$ cat config.mk
export PLATFORM = sky130hd
export DESIGN_NAME = opc_output_protection
export DESIGN_NICKNAME = d
export VERILOG_FILES = /design/src/opc_pkg.sv /design/src/opc_pwm_chan.sv /design/src/opc_output_protection.sv
export SDC_FILE = /design/constraint.sdc
export NUM_CORES = 1
export LEC_CHECK = 0
export BUFFER_PORTS_ARGS = -buffer_cell sky130_fd_sc_hd__buf_2
export CAP_MARGIN = 20
export CORE_ASPECT_RATIO = 0.7
export CORE_UTILIZATION = 25
export DETAILED_ROUTE_END_ITERATION = 8
export GPL_TIMING_DRIVEN = 0
export SLEW_MARGIN = 20
export SYNTH_ARGS = -nofsm -noshare
export SYNTH_HDL_FRONTEND = slang
export SYNTH_SLANG_ARGS = --single-unit
export TNS_END_PERCENT = 50
$ cat constraint.sdc
create_clock -name pclk -period 4.2 [get_ports pclk]
set_input_delay 0.84 -clock pclk [delete_from_list [all_inputs] [get_ports pclk]]
set_output_delay 0.84 -clock pclk [all_outputs]
set_load 0.05 [all_outputs]
$ cat src/opc_pkg.sv
package opc_pkg;
	// ************************************************
	// Register byte offsets on the APB
	// ************************************************
	localparam logic [7:0] ADDR_CTRL4 = 8'h00;
	localparam logic [7:0] ADDR_OUTCTL = 8'h04;
	localparam logic [7:0] ADDR_PWMDUTY = 8'h08;
	localparam logic [7:0] ADDR_SUPPLY = 8'h0C;
	localparam logic [7:0] ADDR_DRVSTAT = 8'h10;
	localparam logic [7:0] ADDR_THERM = 8'h14;
	localparam logic [7:0] ADDR_OUTSTATE = 8'h18;

	// ************************************************
	// Field positions
	// ************************************************
	localparam int CTRL_LOCK = 0;
	localparam int CTRL_RELAY_SD = 1;
	localparam int CTRL_HS_REC = 2;
	localparam int CTRL_FSO_MODE = 3;
	localparam int OUTCTL_EN_LSB = 0;
	localparam int OUTCTL_REL_LSB = 5;
	localparam int OUTCTL_SEL1 = 8;
	localparam int OUTCTL_SEL2 = 9;
	localparam int OUTCTL_SEL4 = 10;
	localparam int OUTCTL_HSSRC_LSB = 12;
	localparam int SUP_OV = 0;
	localparam int SUP_UV = 1;
	localparam int DRV_OC_LSB = 0;
	localparam int DRV_OT_LSB = 8;
	localparam int DRV_OL_LSB = 16;
	localparam int OUT3_IDX = 2;
	localparam int HS_IDX = 4;

	// ************************************************
	// Reset values
	// ************************************************
	localparam logic [3:0] CTRL4_RST = 4'h0;
	localparam logic [13:0] OUTCTL_RST = 14'h0000;
	localparam logic [13:0] OUT3_KEEP_MASK = 14'h0004;
	localparam logic [31:0] PWMDUTY_RST = 32'h00000000;

	// ************************************************
	// Timing
	// ************************************************
	localparam int CLK_NS = 40;
	localparam int RECOVER_NS = 1000;
	localparam int RECOVER_CYC = (RECOVER_NS + CLK_NS - 1) / CLK_NS;
	localparam int SYNC_W = 17;

	// Gray coded along normal -> warning -> stage one -> stage two
	typedef enum logic [1:0] {
		TH_NORMAL = 2'b00,
		TH_WARN = 2'b01,
		TH_STAGE1 = 2'b11,
		TH_STAGE2 = 2'b10
	} opc_therm_e;
endpackage

$ cat src/opc_pwm_chan.sv
`timescale 1ns/1ps
module opc_pwm_chan #(
	parameter int CNT_W = 8,
	parameter bit START_ON = 1'b1
) (
	input wire logic pclk, // Clock
	input wire logic presetn, // Async reset, active low
	input wire logic [CNT_W-1:0] duty, // On counts per period
	output logic pwm // Channel output
);
	logic [CNT_W-1:0] cnt_r;
	logic [CNT_W-1:0] off_start;

	// All channels leave reset together, so their periods stay aligned
	always_ff @(posedge pclk or negedge presetn) begin
		if (!presetn) begin
			cnt_r <= '0;
		end else begin
			cnt_r <= cnt_r + 1'b1;
		end
	end

	assign off_start = CNT_W'(~duty + 1'b1);

	always_ff @(posedge pclk or negedge presetn) begin
		if (!presetn) begin
			pwm <= 1'b0;
		end else if (START_ON) begin
			pwm <= (cnt_r < duty);
		end else begin
			pwm <= (duty != '0) && (cnt_r >= off_start);
		end
	end
endmodule

$ cat src/opc_output_protection.sv
// Our own choices: the APB register port and the address map.
`timescale 1ns/1ps
module opc_output_protection #(
	parameter int PWM_W = 8,
	parameter int RECOVER_CYC = opc_pkg::RECOVER_CYC
) (
	input wire logic pclk, // Clock
	input wire logic presetn, // Async reset, active low
	input wire logic [7:0] paddr, // APB address
	input wire logic psel, // APB select
	input wire logic penable, // APB enable
	input wire logic pwrite, // APB direction
	input wire logic [31:0] pwdata, // APB write data
	output logic [31:0] prdata, // APB read data
	output logic pready, // APB ready
	output logic pslverr, // APB error
	input wire logic supply_ov_in, // Supply above overvoltage threshold
	input wire logic supply_uv_in, // Supply below undervoltage threshold
	input wire logic [4:0] overcurrent_in, // Per driver overcurrent
	input wire logic [4:0] open_load_in, // Per driver open load
	input wire logic thermal_warn_in, // Temperature pre-warning
	input wire logic thermal_stage_one_in, // First shutdown stage
	input wire logic thermal_stage_two_in, // Second shutdown stage
	input wire logic standby_in, // Device in standby
	input wire logic failsafe_in, // Device in failsafe
	input wire logic timer1_in, // Internal timer 1, pclk domain
	input wire logic timer2_in, // Internal timer 2, pclk domain
	output logic [4:0] highside_outputs, // Out1..4, bit 4 strong output
	output logic [1:0] relay_outputs, // Relay drivers
	output logic lin_output_enable, // Low puts LIN output to high impedance
	output logic [1:0] thermal_state // Thermal state code
);
	// ************************************************
	// Input synchronisers
	// ************************************************
	logic [opc_pkg::SYNC_W-1:0] sync1_r;
	logic [opc_pkg::SYNC_W-1:0] sync_r;
	logic ov_s, uv_s, warn_s, thermal_stage_one_s, thermal_stage_two_s, stby_s, fs_s;
	logic [4:0] oc_s, ol_s;

	always_ff @(posedge pclk or negedge presetn) begin
		if (!presetn) begin
			sync1_r <= '0;
			sync_r <= '0;
		end else begin
			sync1_r <= {supply_ov_in, supply_uv_in, overcurrent_in, open_load_in, thermal_warn_in,
				thermal_stage_one_in, thermal_stage_two_in, standby_in, failsafe_in};
			sync_r <= sync1_r;
		end
	end

	assign {ov_s, uv_s, oc_s, ol_s, warn_s, thermal_stage_one_s, thermal_stage_two_s, stby_s, fs_s} = sync_r;

	// ************************************************
	// APB slave
	// ************************************************
	logic [3:0] ctrl4_r;
	logic [13:0] outctl_r;
	logic [31:0] duty_r;
	logic [1:0] sup_r;
	logic [4:0] oc_r, ot_r, ol_r;
	opc_pkg::opc_therm_e therm_r;
	logic [4:0] hs_out_nxt;
	logic [1:0] rel_nxt;
	logic supply_off;
	logic setup, done, wr, rd_sup, w1c;
	logic [31:0] rdata_nxt;
	logic known;

	function automatic logic hit(input logic [7:0] a, input logic [7:0] off);
		hit = (a == off);
	endfunction

	assign setup = psel && !penable;
	assign done = psel && penable && pready;
	assign wr = done && pwrite && !pslverr;
	assign rd_sup = done && !pwrite && hit(paddr, opc_pkg::ADDR_SUPPLY);
	assign w1c = wr && hit(paddr, opc_pkg::ADDR_DRVSTAT);

	always_comb begin
		rdata_nxt = 32'h00000000;
		known = 1'b1;
		unique case (paddr)
			opc_pkg::ADDR_CTRL4: rdata_nxt[3:0] = ctrl4_r;
			opc_pkg::ADDR_OUTCTL: rdata_nxt[13:0] = outctl_r;
			opc_pkg::ADDR_PWMDUTY: rdata_nxt = duty_r;
			opc_pkg::ADDR_SUPPLY: rdata_nxt[1:0] = sup_r;
			opc_pkg::ADDR_DRVSTAT: begin
				rdata_nxt[opc_pkg::DRV_OC_LSB +: 5] = oc_r;
				rdata_nxt[opc_pkg::DRV_OT_LSB +: 5] = ot_r;
				rdata_nxt[opc_pkg::DRV_OL_LSB +: 5] = ol_r;
			end
			opc_pkg::ADDR_THERM: rdata_nxt[2:0] = {stby_s, therm_r};
			opc_pkg::ADDR_OUTSTATE: rdata_nxt[7:0] = {lin_output_enable, relay_outputs, highside_outputs};
			default: known = 1'b0;
		endcase
	end

	// No wait state: data is captured in setup, answered in the first access cycle
	always_ff @(posedge pclk or negedge presetn) begin
		if (!presetn) begin
			pready <= 1'b0;
			pslverr <= 1'b0;
			prdata <= 32'h00000000;
		end else begin
			pready <= setup;
			if (setup) begin
				pslverr <= !known;
				prdata <= rdata_nxt;
			end else if (done) begin
				pslverr <= 1'b0;
			end
		end
	end

	// ************************************************
	// Control registers
	// ************************************************
	always_ff @(posedge pclk or negedge presetn) begin
		if (!presetn) begin
			ctrl4_r <= opc_pkg::CTRL4_RST;
			duty_r <= opc_pkg::PWMDUTY_RST;
		end else if (wr) begin
			if (hit(paddr, opc_pkg::ADDR_CTRL4)) begin
				ctrl4_r <= pwdata[3:0];
			end
			if (hit(paddr, opc_pkg::ADDR_PWMDUTY)) begin
				duty_r <= pwdata;
			end
		end
	end

	// Failsafe holds driver control at default, except the OUT3 enable in FSO mode, so writes during it are lost
	always_ff @(posedge pclk or negedge presetn) begin
		if (!presetn) begin
			outctl_r <= opc_pkg::OUTCTL_RST;
		end else if (fs_s) begin
			outctl_r <= opc_pkg::OUTCTL_RST |
				(ctrl4_r[opc_pkg::CTRL_FSO_MODE] ? (outctl_r & opc_pkg::OUT3_KEEP_MASK) : 14'h0000);
		end else if (wr && hit(paddr, opc_pkg::ADDR_OUTCTL)) begin
			outctl_r <= pwdata[13:0];
		end
	end

	// ************************************************
	// Supply fault status
	// ************************************************
	logic [1:0] sup_cond;
	assign sup_cond = {uv_s, ov_s};

	// A fault present in the clearing cycle sets the bit again
	always_ff @(posedge pclk or negedge presetn) begin
		if (!presetn) begin
			sup_r <= 2'b00;
		end else begin
			sup_r <= sup_cond | (sup_r & ~{2{rd_sup}} &
				~({2{!ctrl4_r[opc_pkg::CTRL_LOCK]}} & ~sup_cond));
		end
	end

	// Unlocked bits drop with the fault, so this covers both recovery styles
	assign supply_off = (|sup_r) || ov_s || uv_s;

	// ************************************************
	// Driver faults
	// ************************************************
	logic stage_hot;
	logic [4:0] ot_exempt;
	logic [4:0] oc_set;
	logic [$clog2(RECOVER_CYC+1)-1:0] retry_r;
	logic rec_en;

	assign rec_en = ctrl4_r[opc_pkg::CTRL_HS_REC];
	assign stage_hot = (therm_r == opc_pkg::TH_STAGE1) || (therm_r == opc_pkg::TH_STAGE2);
	assign ot_exempt = {2'b00, ctrl4_r[opc_pkg::CTRL_FSO_MODE], 2'b00};
	assign oc_set = oc_s & ~{rec_en, 4'h0};

	always_ff @(posedge pclk or negedge presetn) begin
		if (!presetn) begin
			oc_r <= 5'h00;
		end else begin
			oc_r <= oc_set | (oc_r & ~({5{w1c}} & pwdata[opc_pkg::DRV_OC_LSB +: 5]));
		end
	end

	always_ff @(posedge pclk or negedge presetn) begin
		if (!presetn) begin
			ot_r <= 5'h00;
		end else begin
			ot_r <= ({5{stage_hot}} & ~ot_exempt) |
				(ot_r & ~({5{w1c}} & pwdata[opc_pkg::DRV_OT_LSB +: 5]));
		end
	end

	always_ff @(posedge pclk or negedge presetn) begin
		if (!presetn) begin
			ol_r <= 5'h00;
		end else begin
			ol_r <= ol_s | (ol_r & ~({5{w1c}} & pwdata[opc_pkg::DRV_OL_LSB +: 5]));
		end
	end

	// Strong output is held off for a fixed interval, then tried again
	always_ff @(posedge pclk or negedge presetn) begin
		if (!presetn) begin
			retry_r <= '0;
		end else if (rec_en && oc_s[opc_pkg::HS_IDX] && (retry_r == '0)) begin
			retry_r <= ($clog2(RECOVER_CYC+1))'(RECOVER_CYC);
		end else if (retry_r != '0) begin
			retry_r <= retry_r - 1'b1;
		end
	end

	// ************************************************
	// Thermal state machine
	// ************************************************
	logic stby_d_r;

	always_ff @(posedge pclk or negedge presetn) begin
		if (!presetn) begin
			stby_d_r <= 1'b0;
		end else begin
			stby_d_r <= stby_s;
		end
	end

	always_ff @(posedge pclk or negedge presetn) begin
		if (!presetn) begin
			therm_r <= opc_pkg::TH_NORMAL;
		end else if (stby_s) begin
			therm_r <= therm_r;
		end else if (stby_d_r) begin
			therm_r <= (therm_r == opc_pkg::TH_STAGE2) ? opc_pkg::TH_STAGE1 : therm_r;
		end else if (thermal_stage_two_s) begin
			therm_r <= opc_pkg::TH_STAGE2;
		end else if (thermal_stage_one_s) begin
			therm_r <= opc_pkg::TH_STAGE1;
		end else if (warn_s) begin
			therm_r <= opc_pkg::TH_WARN;
		end else begin
			therm_r <= opc_pkg::TH_NORMAL;
		end
	end

	// ************************************************
	// PWM channels and source selection
	// ************************************************
	logic [3:0] pwm;
	logic [4:0] src;

	for (genvar i = 0; i < 4; i++) begin : g_pwm
		opc_pwm_chan #(
			.CNT_W(PWM_W),
			.START_ON((i % 2) == 0)
		) u_pwm (
			.pclk(pclk),
			.presetn(presetn),
			.duty(duty_r[i*8 +: PWM_W]),
			.pwm(pwm[i])
		);
	end

	always_comb begin
		src[0] = outctl_r[opc_pkg::OUTCTL_SEL1] ? timer1_in : pwm[0];
		src[1] = outctl_r[opc_pkg::OUTCTL_SEL2] ? timer2_in : pwm[1];
		src[2] = pwm[2];
		src[3] = outctl_r[opc_pkg::OUTCTL_SEL4] ? timer2_in : pwm[3];
		unique case (outctl_r[opc_pkg::OUTCTL_HSSRC_LSB +: 2])
			2'd0: src[4] = pwm[2];
			2'd1: src[4] = pwm[3];
			2'd2: src[4] = timer1_in;
			2'd3: src[4] = timer2_in;
		endcase
	end

	// ************************************************
	// Output drivers
	// ************************************************
	logic [4:0] hs_kill;

	always_comb begin
		// The synced overcurrent acts at once so the driver drops three clocks after the pin rises
		hs_kill = oc_r | oc_set | ot_r | {5{supply_off}};
		hs_kill[opc_pkg::HS_IDX] = hs_kill[opc_pkg::HS_IDX] || (retry_r != '0) ||
			(rec_en && oc_s[opc_pkg::HS_IDX]);
		hs_out_nxt = outctl_r[opc_pkg::OUTCTL_EN_LSB +: 5] & src & ~hs_kill;
		rel_nxt = outctl_r[opc_pkg::OUTCTL_REL_LSB +: 2] &
			~{2{supply_off && ctrl4_r[opc_pkg::CTRL_RELAY_SD]}};
	end

	// Registered once after the synchroniser: supply or overcurrent fault to output in three clocks, thermal stage in five
	always_ff @(posedge pclk or negedge presetn) begin
		if (!presetn) begin
			highside_outputs <= 5'h00;
			relay_outputs <= 2'b00;
			lin_output_enable <= 1'b0;
			thermal_state <= 2'b00;
		end else begin
			highside_outputs <= hs_out_nxt;
			relay_outputs <= rel_nxt;
			lin_output_enable <= !supply_off;
			thermal_state <= therm_r;
		end
	end
endmodule

==> results of run 1 <==
cells by family after synthesis:
family / after synthesis / share of synthesized area, %
flip-flops: 189 / 58.46
AND/OR/NAND/NOR: 183 / 11.61
AO/OA/AOI/OAI: 154 / 12.82
buffers and inverters: 57 / 2.908
adder cells (fa/ha/maj): 37 / 5.722
multiplexers: 35 / 4.794
XOR/XNOR: 34 / 3.681
flip-flops by register name, summed over array words and instances, names as in the netlist, 5 cells and up:
name               cells
oc_r                   5
sync1_r               17
duty_r                32
outctl_r              14
highside_outputs       5
ot_r                   5
ol_r                   5
retry_r                5
sync_r                17
g_pwm.u_pwm.cnt_r     32
prdata                32
worst max-delay path, cell delays in order:
cell     delay (ns)
buf_2          0.11
nor4_4         0.45
nand3_2        0.33
nor4_4         0.72
buf_6          0.26
nand2_1        0.07
a21o_1         0.17
power breakdown:
part,switching (uW),total [uW],internal [uW]
clock,796,1710,915
combinational,188,279,90.2
sequential,40.7,1910,1870
placed cells by master (no fill, tap or decap), types with 10 or more instances in the layout:
master / instances
a21o_1: 19
a21oi_1: 24
a22o_1: 31
a22oi_1: 10
buf_2: 113
clkbuf_1: 11
clkbuf_16: 17
dfrtp_1: 189
ha_1: 37
inv_1: 32
mux2_1: 17
mux2i_1: 14
nand2_1: 67
nand3_1: 19
nor2_1: 37
o21ai_0: 25
o21ai_1: 21
xnor2_1: 20
xor2_1: 14
per-layer routing:
layer	GRT usage [%]	share of wire, %	up-vias
met5	0	0	-
met2	20.28	44	177
met4	3.856	1.4	0
met1	18.66	46	2824
li1	-	-	2709
met3	5.329	8.8	16
worst paths after layout:
check                                      start                           endpoint  slack [ns]  cells after the start
min reg2reg                sync1_r[12]$_DFF_PN0_               sync_r[12]$_DFF_PN0_        0.35                      0
max in group asynchronous                presetn  g_pwm[3].u_pwm.cnt_r[2]$_DFF_PN0_        2.93                      3
max                                     paddr[1]                  ol_r[1]$_DFF_PN0_        1.57                      7
max reg2reg                duty_r[8]$_DFFE_PN0P_       g_pwm[1].u_pwm.pwm$_DFF_PN0_        2.01                      9
min in group pclk          sync1_r[12]$_DFF_PN0_               sync_r[12]$_DFF_PN0_        0.35                      0
min                                      presetn         thermal_state[0]$_DFF_PN0_        0.21                      1
cell type report:
| class | instances | area [um^2] |
|---|---|---|
| antenna | 3 | 7.507 |
| buffer | 23 | 107.6 |
| clock buffer | 17 | 425.4 |
| clock inverter | 15 | 198.9 |
| fill | 3302 | 21640 |
| inverter | 34 | 127.6 |
| multi-input combinational | 443 | 3126 |
| sequential | 189 | 4730 |
| tap | 420 | 525.5 |
| timing repair buffer | 108 | 595.6 |
per-stage QoR:
stage,std cells,setup WS (ns)
after floorplan,689,1.872
after global placement,1215,-0.8607
after detailed placement,1217,1.172
after CTS,1249,1.624
after global routing,1250,1.520
final,1252,1.570
==> results.md, run 1 <==
- Status: finished, final reports clean
- DIE AREA: around 33000 um^2
- Asr flop ratio synth: 100.0%
- I/O pin count: around 110
- Worst setup EP type: register
- Post-route cell area: 9843 um^2
- Inserted Clock Buffers: 17
- DR vias: 5726
- Post-layout power: 3904 uW
- H-tree lvl count: 4
- Post-CTS sizing: 0
- Remaining antenna violation count: 0
- HP Class: primary input to asynchronous set/reset pin
- Final Critical Period: 2.630 ns
- Crit start category: primary input
- Iteration count of the initial detailed-routing pass: 5
- Share of layout cells above drive strength 1: 20.02%
- Antenna violations before repair: 3
- Overall Global Routing Usage: between 10% and 20%
- Drt total wl: 21930 um
- Fin crit share: approximately 63%
- Syn_nets: 790
- Post-synthesis cell area: 8090 um^2
- Register bit total from synthesis: approximately 190
- Most instantiated cells after synthesis: dfrtp_1, nand2_1, ha_1, nor2_1, inv_1
- Fmax: approximately 380 MHz
- Num rows: 54
- Setup TNS: 0 ns
- Initial core utilization: 25.70%
- Final setup viols: 0
- Die extent in x: 217.0 um
- Hold_ws: 0.2098 ns
- DP Area: 9211 um^2
- Synth area leader: dfrtp_1
- GP Congestion: 0.8734
- Vias in the first global route: 5745
- Finished Core Util: between 30% and 40%
- Synth area leaders: dfrtp_1, ha_1, a22o_1
- Main synth FF type: dfrtp_1
- First-pass GRT wire length: 34180 um
- DRT iter0 DRCs: approximately 430
- PwrDens: 396.6 nW/um^2
- Post-CTS Setup Inserts: 0
- Max Clock Skew: 0.01556 ns
- Number of synthesized flops with an enable pin: 0
- CTS tree: done
- Clk slew on worst S/H paths: approximately 0.070 ns
- Vias per cell: 4.573
- CP max FO: 10
- Hold Fails Final Rpt: 0
- Maximum VDD drop: 287.8 uV
- Die Ht: 152.5 um
- Slew headroom: 48.47%
- Leading cell type by number of instances after synthesis: dfrtp_1
- Crit path DAT: 2.96 ns
- Max-Cap Viols: 0
- DRC: 0
- Core ar.: roughly 31000 um^2
- Yosys Warn Count: 0
- Clock Latency Late Sink: 0.45 ns
- DR WL/cell: 17.52 um
- IO buf count: 106
- Mean post-synth cell area: between 10 and 15 um^2
- Lkg Pwr: 0.004648 uW
- Layout Area Growth over Synthesis: 21.67%
- Synth unique cells: 55
- Gr ovfl total: 0
- CTS Buffer Depth: 2
- CP Class: primary input to register
- Sequential area share after synthesis: 58.46%
- Synth top area share: 58.46%
- RSZ-0062 raised after global routing: false
- Worst-margin pin slew: about 0.77 ns
- Hold-fix buffers, CTS: 0
- Cells after Synth: 689
- Sink Count: about 190
- Pins Over Slew Limit: 0
- Clock Root Buffer: clkbuf_16
- DP HPWL: between 15000 and 20000 um
- Pin count of the biggest net entering global routing: 94
- Final net count: about 920
- Worst EP required: 4.53 ns
(Power assumes the default switching activity.)
==> run 2: changes to the inputs <==
==> constraint.sdc (replaced) <==
create_clock -name pclk -period 2.5 [get_ports pclk]
set_input_delay 0.5 -clock pclk [delete_from_list [all_inputs] [get_ports pclk]]
set_output_delay 0.5 -clock pclk [all_outputs]
set_load 0.05 [all_outputs]
==> run 2 against run 1 <==
Sequential power grew 69%. Final cell count is essentially flat. Critical path depth unchanged. Combinational power increased by 68%. Power up 68%. Non-clock buffer count increased by 1. Critical endpoint unchanged. Count of clock-buffer cells in the layout did not move. Core utilization is essentially flat. Clock skew up 0.0051 ns.
==> results.md, run 2 (synthesized netlist as in run 1, its figures left out) <==
- Initial core utilization: 25.70% (unchanged)
- Overall Global Routing Usage: 13.77% (unchanged)
- DIE AREA: 33100 um^2 (unchanged)
- DRC: 0 (unchanged)
- Max Clock Skew: 0.02070 ns (+0.005145 ns)
- Final Non-Filler Cells: 1253 (+0.080%)
- Inserted Clock Buffers: 17 (unchanged)
- Layout Area Growth over Synthesis: 21.79%
- Slew headroom: 48.15% (-0.32 points)
- Fin crit share: 91.05%
- Hold_ws: 0.1559 ns (-0.05391 ns)
- Final Critical Period: 2.276 ns
- Status: finished, final reports clean
- DRT iter0 DRCs: 473 (+11%)
- Crit path DAT: 2.61 ns (-0.35 ns)
- Clock Root Buffer: clkbuf_16
- Vias per cell: 4.567 (-0.15%)
- CTS tree: done
- Routed metal-1 wirelength: 10280 um (+1.8%)
- Remaining antenna violation count: 0 (unchanged)
- Share of layout cells above drive strength 1: 20.00% (-0.024 points)
- DR vias: 5722 (-0.070%)
- HP Class: primary input to register
- Lkg Pwr: 0.004652 uW (about the same)
- Clk slew on worst S/H paths: 0.07 ns (about the same)
- Fmax: 439.3 MHz
- First-pass GRT wire length: 34180 um (unchanged)
- Drt total wl: 21920 um (about the same)
- RSZ-0062 raised after global routing: false
- CP max FO: 10 (unchanged)
- Max-Cap Viols: 0 (unchanged)
- Antenna violations before repair: 3 (unchanged)
- Clock Latency Late Sink: 0.45 ns (about the same)
- Most common cell after layout, fill and taps aside: dfrtp_1
- PwrDens: 665.6 nW/um^2 (+68%)
- Final setup viols: 0 (unchanged)
- DP HPWL: 16620 um (unchanged)
- Worst EP required: 2.83 ns (-1.70 ns)
- GP Congestion: 0.8734 (unchanged)
- Post-layout power: 6559 uW (+68%)
- Die Ht: 152.5 um (unchanged)
- Hold Fails Final Rpt: 0 (unchanged)
- Maximum VDD drop: 483.5 uV (+68%)
- I/O pin count: 108 (unchanged)
- Pin count of the biggest net entering global routing: 94 (unchanged)
- Pins Over Slew Limit: 0 (unchanged)
- Gr ovfl total: 0 (unchanged)
- CP Class: primary input to register
- Final net count: 918 (+0.11%)
- Worst-margin pin slew: 0.7718 ns (+0.004837 ns)
- DP Area: 9211 um^2 (unchanged)
- Met2 routed WL: 9592 um (about the same)
- Vias in the first global route: 5745 (unchanged)
- Post-route cell area: 9853 um^2 (+0.10%)
- IO buf count: 106 (unchanged)
- Die extent in x: 217.0 um (unchanged)
- Post-CTS sizing: 0 (unchanged)
- CTS Buffer Depth: 2 (unchanged)
- Num rows: 54 (unchanged)
- DR WL/cell: 17.49 um (-0.12%)
- Iteration count of the initial detailed-routing pass: 4 (-1)
- Top routing layer used: met4
- Crit start category: primary input
- Core ar.: 31490 um^2 (unchanged)
- Metal3 WL: 1750 um (-9.0%)
- Regs by FF count: duty_r x32, g_pwm.u_pwm.cnt_r x32, prdata x32
- Cells after DPL: 1217 (unchanged)
- Worst setup EP type: register
- H-tree lvl count: 4 (unchanged)
- Most frequent cells in the layout: dfrtp_1, buf_2, nand2_1
- Sink Count: 189 (unchanged)
[run 2: cell type report]
class | instances | area (um^2)
tap | 420 | 525.5
timing repair buffer | 109 | 605.6
antenna | 3 | 7.507
fill | 3301 | 21630
clock inverter | 15 | 198.9
sequential | 189 | 4730
clock buffer | 17 | 425.4
buffer | 23 | 107.6
inverter | 34 | 127.6
multi-input combinational | 443 | 3126
[run 2: report_power, final]
part           total, uW  switching, uW  internal, uW
registers           3220           69.1          3150
clock network       2870           1340          1540
logic                470            317           153
total               6560           1720          4840
[run 2: final timing paths]
check,start,end,slack (ns),cells after the start
worst max-delay path,paddr[1],ol_r[1]$_DFF_PN0_,0.22,7
worst min-delay path,overcurrent_in[2],sync1_r[12]$_DFF_PN0_,0.16,1
worst max register to register,duty_r[8]$_DFFE_PN0P_,g_pwm[1].u_pwm.pwm$_DFF_PN0_,0.31,9
worst min register to register,sync1_r[12]$_DFF_PN0_,sync_r[12]$_DFF_PN0_,0.35,0
max in group asynchronous,presetn,g_pwm[3].u_pwm.cnt_r[2]$_DFF_PN0_,0.98,4
min in group asynchronous,presetn,thermal_state[0]$_DFF_PN0_,0.46,2
[run 2: worst max-delay path: stages]
cell and delay [ns]:
buf_2 0.11, nor4_4 0.44, nand3_2 0.32, nor4_4 0.73
buf_6 0.26, nand2_1 0.07, a21o_1 0.17
[run 2: through the flow]
| step | worst slack [ns] | TNS (ns) | util, % |
|---|---|---|---|
| final | 0.2238 | 0 | 31.29 |
| after global routing | 0.1600 | 0 | 31.28 |
| after CTS | 0.2635 | 0 | 31.27 |
| after detailed placement | -0.1882 | -2.044 | 29.26 |
| after global placement | -2.221 | -418.50 | 29.05 |
| after floorplan | 0.3976 | 0 | - |
[run 2: what timing repair did]
item	in CTS	in global routing
hold buffers	1	0
hold endpoints to repair	18	0
setup buffers	0	0
[run 2: metal layers]
metal  track usage [%]  up-vias
met5                 0        -
met3             5.329       15
li1                  -     2709
met2             20.28      173
met4             3.856        0
met1             18.66     2825
